$ cat src/arb_pkg.sv
package arb_pkg;

  localparam int unsigned NUM_AGENTS    = 4;
  localparam int unsigned ID_W          = 2;
  localparam logic [1:0]  ROT_ID_RESET  = 2'h3;

  localparam int unsigned CLK_PERIOD_NS = 10;

  // Request strobe spacing, in clocks.
  localparam int unsigned STROBE_GAP_CLK    = 3;
  // Priority release to symmetric strobe, in clocks.
  localparam int unsigned PRI_RELEASE_CLK   = 2;
  // Reset release to first block-next-request sample, in clocks.
  localparam int unsigned RESET_SAMPLE_CLK  = 2;
  // Sample period while stalled or throttled, in clocks.
  localparam int unsigned STALL_SAMPLE_CLK  = 2;
  // Strobe to block-next-request sample in the free state, in clocks.
  localparam int unsigned FREE_SAMPLE_CLK   = 3;

  localparam int unsigned CNT_W = 3;

  typedef enum logic {
    OWN_IDLE,
    OWN_BUSY
  } own_state_t;

  typedef enum logic [1:0] {
    STALL_STALLED,
    STALL_THROTTLED,
    STALL_FREE
  } stall_state_t;

  // Observed bus arbitration lines, active high.
  typedef struct packed {
    logic [3:0] symmetric_bus_request;
    logic       priority_bus_request;
    logic       block_next_request;
    logic       request_strobe;
    logic       lock;
  } bus_obs_t;

  // Status shown to the local agent.
  typedef struct packed {
    logic [1:0]   rotating_id;
    own_state_t   own_state;
    stall_state_t stall_state;
  } arb_status_t;

endpackage

$ cat src/stall_fsm.sv
`timescale 1ns/10ps
`default_nettype none

module stall_fsm (
  // Clock and reset.
  input  wire logic                  core_clk_i,
  input  wire logic                  resetn_i,
  input  wire logic                  reinit_i,
  // Bus observation, already synchronised.
  input  wire logic                  block_next_request_i,
  input  wire logic                  strobe_seen_i,
  // State.
  output arb_pkg::stall_state_t      stall_state_o,
  output logic                       sample_o
);

  arb_pkg::stall_state_t        state;
  arb_pkg::stall_state_t        next_state;
  logic [arb_pkg::CNT_W-1:0]    cnt;
  logic [arb_pkg::CNT_W-1:0]    next_cnt;
  logic                         armed;
  logic                         next_armed;
  logic                         sample;

  // The first sample after reset falls two clocks after reset is seen inactive.
  localparam int unsigned            RESET_CNT_INT = arb_pkg::RESET_SAMPLE_CLK - 1;
  localparam logic [arb_pkg::CNT_W-1:0] RESET_CNT  = RESET_CNT_INT[arb_pkg::CNT_W-1:0];

  function automatic logic [arb_pkg::CNT_W-1:0] to_cnt(input int unsigned v);
    return v[arb_pkg::CNT_W-1:0];
  endfunction

  always_comb begin
    next_state = state;
    next_cnt   = cnt;
    next_armed = armed;
    sample     = 1'b0;
    if (reinit_i) begin
      next_state = arb_pkg::STALL_STALLED;
      next_cnt   = to_cnt(arb_pkg::RESET_SAMPLE_CLK - 1);
      next_armed = 1'b1;
    end else begin
      if (cnt != '0) begin
        next_cnt = cnt - to_cnt(1);
      end
      if (armed && cnt == '0) begin
        sample = 1'b1;
      end
      if (sample) begin
        case (state)
          arb_pkg::STALL_STALLED: begin
            next_state = block_next_request_i ? arb_pkg::STALL_STALLED : arb_pkg::STALL_THROTTLED;
          end
          arb_pkg::STALL_THROTTLED: begin
            next_state = block_next_request_i ? arb_pkg::STALL_STALLED : arb_pkg::STALL_FREE;
          end
          arb_pkg::STALL_FREE: begin
            next_state = block_next_request_i ? arb_pkg::STALL_STALLED : arb_pkg::STALL_FREE;
          end
          default: begin
            next_state = arb_pkg::STALL_STALLED;
          end
        endcase
        if (next_state == arb_pkg::STALL_FREE) begin
          next_armed = 1'b0;
        end else begin
          next_cnt   = to_cnt(arb_pkg::STALL_SAMPLE_CLK - 1);
          next_armed = 1'b1;
        end
      end
      // A strobe in the free state arms a sample three clocks later.
      if (strobe_seen_i && (state == arb_pkg::STALL_FREE) && (next_state == arb_pkg::STALL_FREE)) begin
        next_cnt   = to_cnt(arb_pkg::FREE_SAMPLE_CLK - 1);
        next_armed = 1'b1;
      end
    end
  end

  always_ff @(posedge core_clk_i or negedge resetn_i) begin
    if (!resetn_i) begin
      state <= arb_pkg::STALL_STALLED;
      cnt   <= RESET_CNT;
      armed <= 1'b1;
    end else begin
      state <= next_state;
      cnt   <= next_cnt;
      armed <= next_armed;
    end
  end

  assign stall_state_o = state;
  assign sample_o      = sample;

endmodule

`default_nettype wire

$ cat src/shared_bus_arbitration_stall.sv
`timescale 1ns/10ps
`default_nettype none

// Function
// - Owner request drop picks the next owner next clock; identifier loads the clock after, state busy.
// - Owner may park while holding request and no other agent requests.
// - Owner may issue one unlocked strobe in the clock after priority asserts.
// - Priority request never alters the identifier or symmetric arbitration.
// - A strobe is driven only in a clock where the agent owns the bus; the code registers it from ownership in the clock before.
// - After sampling priority active, no new unlocked request from the next clock.
// - Successive request strobes are at least three clocks apart.
// - A locked sequence keeps the bus against the priority request.
// - During lock keep request and hold; drop both when done and others wait.
// - No symmetric strobe until two clocks after priority release.
// - On reset release block-next-request and enter the stalled state.
// - Block-next-request may assert after reset; first sample two clocks after reset.
// - Stalled or throttled samples block-next-request every second clock; stalled issues none.
// - Stalled with clear sample goes throttled allowing one transaction; set stays stalled.
// - Throttled clear sample goes free; set sample returns to stalled.
// - Free state samples only the third clock after a strobe.
// - Free set sample goes stalled; strobe in sample clock is the last.
// - Reset or re-initialise sets identifier three and ownership idle.
// - From idle grant to top requester next clock, busy the clock after.
module shared_bus_arbitration_stall (
  // Clock and reset.
  input  wire logic                  core_clk_i,
  input  wire logic                  resetn_i,
  // Agent configuration.
  input  wire logic [1:0]            agent_id_i,
  // Bus pins, active high, raw.
  input  wire logic [3:0]            symmetric_bus_request_i,
  input  wire logic                  priority_bus_request_i,
  input  wire logic                  block_next_request_i,
  input  wire logic                  request_strobe_i,
  input  wire logic                  lock_i,
  input  wire logic                  bus_reinitialise_i,
  // Local agent side.
  input  wire logic                  need_bus_i,
  input  wire logic                  txn_pending_i,
  input  wire logic                  txn_locked_i,
  input  wire logic                  lock_done_i,
  input  wire logic                  init_busy_i,
  // Bus drives.
  output logic                       symmetric_bus_request_o,
  output logic                       block_next_request_o,
  output logic                       block_next_request_oe_o,
  output logic                       request_strobe_o,
  output logic                       lock_o,
  // Status.
  output arb_pkg::arb_status_t       status_o,
  output logic                       owner_o
);

  // Three-stage synchronisers; a change counts when stages two and three agree.
  arb_pkg::bus_obs_t s1;
  arb_pkg::bus_obs_t s2;
  arb_pkg::bus_obs_t s3;
  arb_pkg::bus_obs_t obs;
  arb_pkg::bus_obs_t next_obs;
  logic [2:0]        rst_sync;
  logic [2:0]        next_rst_sync;

  always_comb begin
    next_obs = obs;
    for (int i = 0; i < $bits(arb_pkg::bus_obs_t); i++) begin
      if (s2[i] == s3[i]) begin
        next_obs[i] = s3[i];
      end
    end
    // A one-clock strobe never shows in two stages at once, so it is taken from stage three.
    next_obs.request_strobe = s3.request_strobe;
    next_rst_sync = {rst_sync[1:0], bus_reinitialise_i};
  end

  always_ff @(posedge core_clk_i or negedge resetn_i) begin
    if (!resetn_i) begin
      s1       <= '0;
      s2       <= '0;
      s3       <= '0;
      obs      <= '0;
      rst_sync <= '0;
    end else begin
      s1       <= {symmetric_bus_request_i, priority_bus_request_i, block_next_request_i,
                   request_strobe_i, lock_i};
      s2       <= s1;
      s3       <= s2;
      obs      <= next_obs;
      rst_sync <= next_rst_sync;
    end
  end

  logic reinit_seen;
  logic reinit_prev;
  logic reinit_rise;
  logic reinit_fall;
  assign reinit_seen = rst_sync[2] & rst_sync[1];
  assign reinit_rise = reinit_seen & ~reinit_prev;
  assign reinit_fall = ~reinit_seen & reinit_prev;

  // Round-robin pick starting one above the identifier.
  function automatic logic [1:0] rr_pick(input logic [1:0] rot, input logic [3:0] req);
    logic [1:0] cand;
    rr_pick = rot;
    for (int k = arb_pkg::NUM_AGENTS; k >= 1; k--) begin
      cand = rot + k[1:0];
      if (req[cand]) begin
        rr_pick = cand;
      end
    end
  endfunction

  // Ownership bookkeeping, identical in every agent.
  logic [1:0]          rot_id;
  logic [1:0]          next_rot_id;
  arb_pkg::own_state_t own;
  arb_pkg::own_state_t next_own;
  logic                pend;
  logic                next_pend;
  logic [1:0]          pend_id;
  logic [1:0]          next_pend_id;

  always_comb begin
    next_rot_id  = rot_id;
    next_own     = own;
    next_pend    = 1'b0;
    next_pend_id = pend_id;
    if (reinit_seen) begin
      next_rot_id = arb_pkg::ROT_ID_RESET;
      next_own    = arb_pkg::OWN_IDLE;
    end else if (pend) begin
      next_rot_id = pend_id;
      next_own    = arb_pkg::OWN_BUSY;
    end else if (own == arb_pkg::OWN_IDLE) begin
      if (obs.symmetric_bus_request != '0) begin
        next_pend    = 1'b1;
        next_pend_id = rr_pick(rot_id, obs.symmetric_bus_request);
      end
    end else if (!obs.symmetric_bus_request[rot_id]) begin
      // Owner released; priority request plays no part here.
      if (obs.symmetric_bus_request != '0) begin
        next_pend    = 1'b1;
        next_pend_id = rr_pick(rot_id, obs.symmetric_bus_request);
      end else begin
        next_own = arb_pkg::OWN_IDLE;
      end
    end
  end

  always_ff @(posedge core_clk_i or negedge resetn_i) begin
    if (!resetn_i) begin
      rot_id      <= arb_pkg::ROT_ID_RESET;
      own         <= arb_pkg::OWN_IDLE;
      pend        <= 1'b0;
      pend_id     <= '0;
      reinit_prev <= 1'b0;
    end else begin
      rot_id      <= next_rot_id;
      own         <= next_own;
      pend        <= next_pend;
      pend_id     <= next_pend_id;
      reinit_prev <= reinit_seen;
    end
  end

  logic is_owner;
  assign is_owner = (own == arb_pkg::OWN_BUSY) && (rot_id == agent_id_i) && !pend;

  // Request stall machine.
  arb_pkg::stall_state_t stall_state;
  logic                  stall_sample;
  logic                  strobe_seen;
  logic                  post_reset;
  logic                  next_post_reset;
  logic                  bnr_q;
  logic                  next_bnr_q;
  assign strobe_seen = obs.request_strobe;

  stall_fsm u_stall (
    .core_clk_i           (core_clk_i),
    .resetn_i             (resetn_i),
    .reinit_i             (reinit_seen | reinit_fall),
    .block_next_request_i (obs.block_next_request | bnr_q),
    .strobe_seen_i        (strobe_seen),
    .stall_state_o        (stall_state),
    .sample_o             (stall_sample)
  );

  function automatic logic [arb_pkg::CNT_W-1:0] to_c(input int unsigned v);
    return v[arb_pkg::CNT_W-1:0];
  endfunction

  // Local drive state.
  logic                      req_q;
  logic                      next_req_q;
  logic                      gap;
  logic                      lock_q;
  logic                      next_lock_q;
  logic                      strobe_q;
  logic                      next_strobe_q;
  logic                      pri_prev;
  logic                      thr_used;
  logic                      next_thr_used;
  logic [arb_pkg::CNT_W-1:0] since_strobe;
  logic [arb_pkg::CNT_W-1:0] next_since_strobe;
  logic [arb_pkg::CNT_W-1:0] since_pri;
  logic [arb_pkg::CNT_W-1:0] next_since_pri;
  logic                      other_req;
  logic                      may_strobe;

  assign other_req = |(obs.symmetric_bus_request & ~(4'h1 << agent_id_i));

  always_comb begin
    next_req_q        = req_q;
    next_lock_q       = lock_q;
    next_strobe_q     = 1'b0;
    next_bnr_q        = 1'b0;
    next_thr_used     = thr_used;
    next_post_reset   = 1'b0;
    next_since_strobe = (since_strobe == to_c(arb_pkg::STROBE_GAP_CLK)) ? since_strobe
                        : since_strobe + to_c(1);
    next_since_pri    = (since_pri == to_c(arb_pkg::PRI_RELEASE_CLK)) ? since_pri
                        : since_pri + to_c(1);
    may_strobe        = 1'b0;
    if (reinit_seen) begin
      next_req_q        = 1'b0;
      next_lock_q       = 1'b0;
      next_since_strobe = to_c(arb_pkg::STROBE_GAP_CLK);
      next_thr_used     = 1'b0;
    end else begin
      if (reinit_fall) begin
        next_post_reset = 1'b1;
      end
      if (post_reset) begin
        next_bnr_q = init_busy_i;
      end else begin
        next_bnr_q = bnr_q & init_busy_i;
      end
      if (obs.priority_bus_request) begin
        next_since_pri = '0;
      end
      if (stall_state != arb_pkg::STALL_THROTTLED) begin
        next_thr_used = 1'b0;
      end
      // Priority seen this clock blocks unlocked strobes from next clock on.
      may_strobe = is_owner && txn_pending_i && (next_req_q | req_q)
                   && (since_strobe == to_c(arb_pkg::STROBE_GAP_CLK))
                   && !strobe_q
                   && (stall_state != arb_pkg::STALL_STALLED)
                   && !(stall_state == arb_pkg::STALL_THROTTLED && thr_used)
                   && (lock_q || !obs.priority_bus_request || !pri_prev)
                   && (lock_q || since_pri == to_c(arb_pkg::PRI_RELEASE_CLK));
      if (may_strobe) begin
        next_strobe_q     = 1'b1;
        next_since_strobe = '0;
        next_lock_q       = txn_locked_i | lock_q;
        if (stall_state == arb_pkg::STALL_THROTTLED) begin
          next_thr_used = 1'b1;
        end
      end
      if (lock_q && lock_done_i) begin
        next_lock_q = 1'b0;
        if (other_req) begin
          next_req_q = 1'b0;
        end
      end else if (!req_q) begin
        next_req_q = need_bus_i && !gap;
      end else if (is_owner && !lock_q && !next_lock_q) begin
        // Release after strobe if others wait, else park while needed.
        if ((may_strobe && other_req) || !need_bus_i) begin
          next_req_q = 1'b0;
        end
      end
    end
  end

  always_ff @(posedge core_clk_i or negedge resetn_i) begin
    if (!resetn_i) begin
      req_q        <= 1'b0;
      gap          <= 1'b0;
      lock_q       <= 1'b0;
      strobe_q     <= 1'b0;
      bnr_q        <= 1'b0;
      pri_prev     <= 1'b0;
      thr_used     <= 1'b0;
      post_reset   <= 1'b1;
      since_strobe <= to_c(arb_pkg::STROBE_GAP_CLK);
      since_pri    <= to_c(arb_pkg::PRI_RELEASE_CLK);
    end else begin
      req_q        <= next_req_q;
      gap          <= req_q & ~next_req_q;
      lock_q       <= next_lock_q;
      strobe_q     <= next_strobe_q;
      bnr_q        <= next_bnr_q;
      pri_prev     <= obs.priority_bus_request;
      thr_used     <= next_thr_used;
      post_reset   <= next_post_reset;
      since_strobe <= next_since_strobe;
      since_pri    <= next_since_pri;
    end
  end

  assign symmetric_bus_request_o = req_q;
  assign request_strobe_o        = strobe_q;
  assign lock_o                  = lock_q;
  assign block_next_request_o    = bnr_q;
  assign block_next_request_oe_o = bnr_q;
  assign owner_o                 = is_owner;
  assign status_o                = '{rotating_id: rot_id, own_state: own, stall_state: stall_state};

endmodule

`default_nettype wire

$ cat config.mk
export PLATFORM = sky130hd
export DESIGN_NAME = shared_bus_arbitration_stall
export DESIGN_NICKNAME = d
export VERILOG_FILES = /design/src/arb_pkg.sv /design/src/stall_fsm.sv /design/src/shared_bus_arbitration_stall.sv
export SDC_FILE = /design/constraint.sdc
export NUM_CORES = 1
export LEC_CHECK = 0
export BUFFER_PORTS_ARGS = -buffer_cell sky130_fd_sc_hd__clkbuf_2
export CAP_MARGIN = 20
export CORE_ASPECT_RATIO = 1.2
export CORE_MARGIN = 2
export CORE_UTILIZATION = 60
export CTS_CLUSTER_DIAMETER = 100
export DETAILED_ROUTE_END_ITERATION = 10
export PLACE_DENSITY = 0.81
export SLEW_MARGIN = 5
export SYNTH_ARGS = -nofsm -noshare
export SYNTH_HDL_FRONTEND = slang
export SYNTH_SLANG_ARGS = --single-unit
export TNS_END_PERCENT = 30
$ cat constraint.sdc
create_clock -name core_clk_i -period 3.6 [get_ports core_clk_i]
set_clock_uncertainty 0.2 [all_clocks]
set_input_delay 0.36 -clock core_clk_i [delete_from_list [all_inputs] [get_ports core_clk_i]]
set_output_delay 0.36 -clock core_clk_i [all_outputs]
set_load 0.01 [all_outputs]
==> insert_results.sql <==
INSERT INTO impl_metrics (metric_group, metric, value, unit) VALUES
('status', 'status', 'completed', ''),
('clock_tree', 'ctsRootBufferMaster', 'clkbuf_8', ''),
('worst_setup_path', 'cp_capture_type', 'output port', ''),
('routing', 'drt.antenna.violating_nets', '0', ''),
('final_layout', 'layout-drive-gt1-share', '23.7', '%'),
('power_and_ir_drop', 'power.share.sequential', '44.6', '%'),
('power_and_ir_drop', 'power.clock.fraction', '31.4', '%'),
('place', 'dpl-instance-area', '2560', 'sq um'),
('worst_setup_path', 'crit_arrival', '1.63', 'ns'),
('routing', 'wl', '3.88', 'mm'),
('worst_hold_path', 'worst_hold_path_type', 'input port to register', ''),
('worst_setup_path', 'cp_data_required_time', '3.04', 'ns'),
('timing', 'maxClockFrequency', '456', 'MHz'),
('final_layout', 'layout.cell_area.non_filler', '2870', 'sq um'),
('timing', 'min_period', '2.19', 'ns'),
('final_layout', 'antenna-diode-count', '0', ''),
('routing', 'first_iter_violations', '66', ''),
('worst_setup_path', 'critPathLaunchType', 'register', ''),
('place', 'routability_congestion_estimate_from_global_placement', '0.773', ''),
('worst_setup_path', 'critical_path.max_stage_delay', '0.65', 'ns'),
('final_layout', 'most-common-layout-cells', 'dfrtp_1, clkbuf_2, nor2_1', ''),
('worst_setup_path', 'worst-path-max-fanout', '11', ''),
('worst_setup_path', 'regToRegSetupSlack', '1.48', 'ns'),
('die', 'top_level_ports', '29', ''),
('die', 'floorplan.initialDensity', '61.2', '%'),
('yosys', 'post_synth_fa_ha_maj_area_fraction', '8.33', '%'),
('global_routing', 'first_global_vias', '1444', ''),
('power_and_ir_drop', 'p_leak', '1.32', 'nW'),
('worst_setup_path', 'classification_of_the_worst_setup_path', 'register to output port', ''),
('worst_setup_path', 'critPathTopFamily', 'flip-flops', ''),
('routing', 'routed_via_density', '5.24', ''),
('clock_tree', 'number_of_h_tree_branching_levels', '3', ''),
('final_layout', 'seq_area', '1460', 'sq um'),
('job', 'cap_violations', '0', ''),
('die', 'fp.dieH', '72.9', 'um'),
('global_routing', 'antenna_found_initial', '0', ''),
('timing', 'hold_violations_final', '0', ''),
('place', 'portBuffers', '27', ''),
('clock_tree', 'clock_path_buffers', '2', ''),
('timing', 'worst_slew_margin_rel', '42.7', '%'),
('timing', 'post-route-period-util', '60.9', '%'),
('global_routing', 'globalRoute.totalOverflow', '0', ''),
('global_routing', 'wire_length_of_the_first_global_routing_pass', '6.29', 'mm'),
('die', 'floorplan.die_area', '4480', 'sq um'),
('final_layout', 'nNetsFinal', '265', ''),
('clock_tree', 'postCtsHoldBufs', '9', ''),
('final_layout', 'area.growth.synth_to_final', '20.9', '%'),
('timing', 'grt_setup_unrepaired', 'false', ''),
('global_routing', 'grt_max_degree', '37', ''),
('clock_tree', 'cts.clk_slew.worst_paths', '0.06', 'ns'),
('power_and_ir_drop', 'net-switching-power', '0.000612', 'W'),
('power_and_ir_drop', 'powerDensity', '706', 'nW/um^2'),
('power_and_ir_drop', 'combinationalPowerShare', '24.0', '%'),
('place', 'dp_cells', '270', ''),
('yosys', 'netlist_instances', '191', ''),
('yosys', 'synth_top_family_by_area', 'simple AND/OR/NAND/NOR gates', ''),
('clock_tree', 'tritoncts_num_sinks', '58', ''),
('yosys', 'yosys_warnings', '0', ''),
('worst_setup_path', 'critical_path.n_buffers_inverters', '1', ''),
('routing', 'drt_pass1_iterations', '4', ''),
('clock_tree', 'clk_latency', '0.33', 'ns'),
('routing', 'via_count_of_the_routed_design', '1546', ''),
('global_routing', 'grt_use_total', '20.3', '%'),
('routing', 'wl_per_cell', '13.1', 'um'),
('routing', 'drc', '0', ''),
('power_and_ir_drop', 'switching_share', '30.2', '%'),
('yosys', 'synth.cell_area', '2370', 'sq um'),
('clock_tree', 'cts-buffers-inserted', '9', ''),
('timing', 'worstMarginPinSlew', '0.859', 'ns'),
('clock_tree', 'cts_tree', 'done', ''),
('yosys', 'synthMuxAreaShare', '2.95', '%');
## worst min-delay path, delay by kind of cell
family,cells,cell delay [ns]
compound gates,1,0.06
buf+inv,1,0.08
simple gates,1,0.04
## cell type report
cell class / instances / area share, %
Timing Repair Buffer: 38 / 8.37
Inverter: 11 / 1.44
Clock inverter: 7 / 3.27
Sequential cell: 58 / 50.9
Tap cell: 54 / 2.35
Clock buffer: 9 / 4.32
Multi-Input combinational cell: 118 / 29.3
## logic make-up after synthesis
family / after synthesis
XOR/XNOR: 5
adder cells (fa/ha/maj): 17
buffers and inverters: 15
AO/OA/AOI/OAI: 37
flip-flops: 58
AND/OR/NAND/NOR: 52
multiplexers: 7
## through the flow
stage / util, % / worst slack [ns] / total power [W]
finish: 74.0 / 1.41 / 0.00202
global route: 74.0 / 1.31 / 0.00216
CTS: 74.0 / 1.39 / 0.00204
detailed placement: 66.0 / 1.49 / 0.00139
global placement: 66.0 / 1.52 / 0.00137
floorplan: - / 1.60 / 0.00127
## per-layer routing
layer	wire (um)	track usage (%)	part of all wire [%]	vias to the layer above
li1	-	-	-	757
met2	1960	30.6	50	30
met5	0	0	0	-
met1	1680	24.6	43	752
met4	78	10.4	2.0	0
met3	160	9.04	4.1	7
## synthesized netlist by cell type (all sizes together)
library cell	number
o311ai	1
o21ai	8
a31o	1
o211ai	2
and2	2
clkinv	1
nand2b	3
dfstp	8
nor4b	2
or4	1
xnor2	2
buf	3
dfrtp	50
nand2	12
nor3b	3
ha	11
clkbuf	1
or4b	1
and3	1
inv	10
o221ai	1
o21ba	1
a31oi	2
a211o	1
nor2	15
o22ai	2
a2bb2oi	1
xor2	3
a21oi	14
nand4	1
a221o	1
nand3b	4
mux2i	7
nor2b	2
o31a	1
maj3	6
nor3	3
nand3	2
o211a	1
## path summary, 6_finish.rpt
path                                           from              endpoint  depth (start not counted)
max in group asynchronous                  resetn_i             rot_id[1]                          3
hold / removal                          init_busy_i  block_next_request_o                          3
min in group asynchronous                  resetn_i          since_pri[2]                          2
setup reg to reg           u_stall.stall_state_o[0]        u_stall.cnt[2]                          7
hold reg to reg                               s1[4]                 s2[4]                          0
setup / recovery                          rot_id[1]               owner_o                          3
## power groups by stage
stage	clock network, W	registers [W]	logic (W)
finish	0.000635	0.000904	0.000486
global route	0.000683	0.000921	0.000558
CTS	0.000651	0.000903	0.000489
detailed placement	0	0.000914	0.000477
global placement	0	0.000908	0.000462
floorplan	0	0.000886	0.000387
## registers in the layout, summed over array words and instances, names as in the netlist, 2 cells and up
signal,cells
s1,7
s2,7
obs,6
s3,6
rst_sync,3
since_pri,3
since_strobe,3
u_stall.cnt,3
pend_id,2
rot_id,2
u_stall.stall_state_o,2
Note: power is estimated with default switching activity, not from simulation.
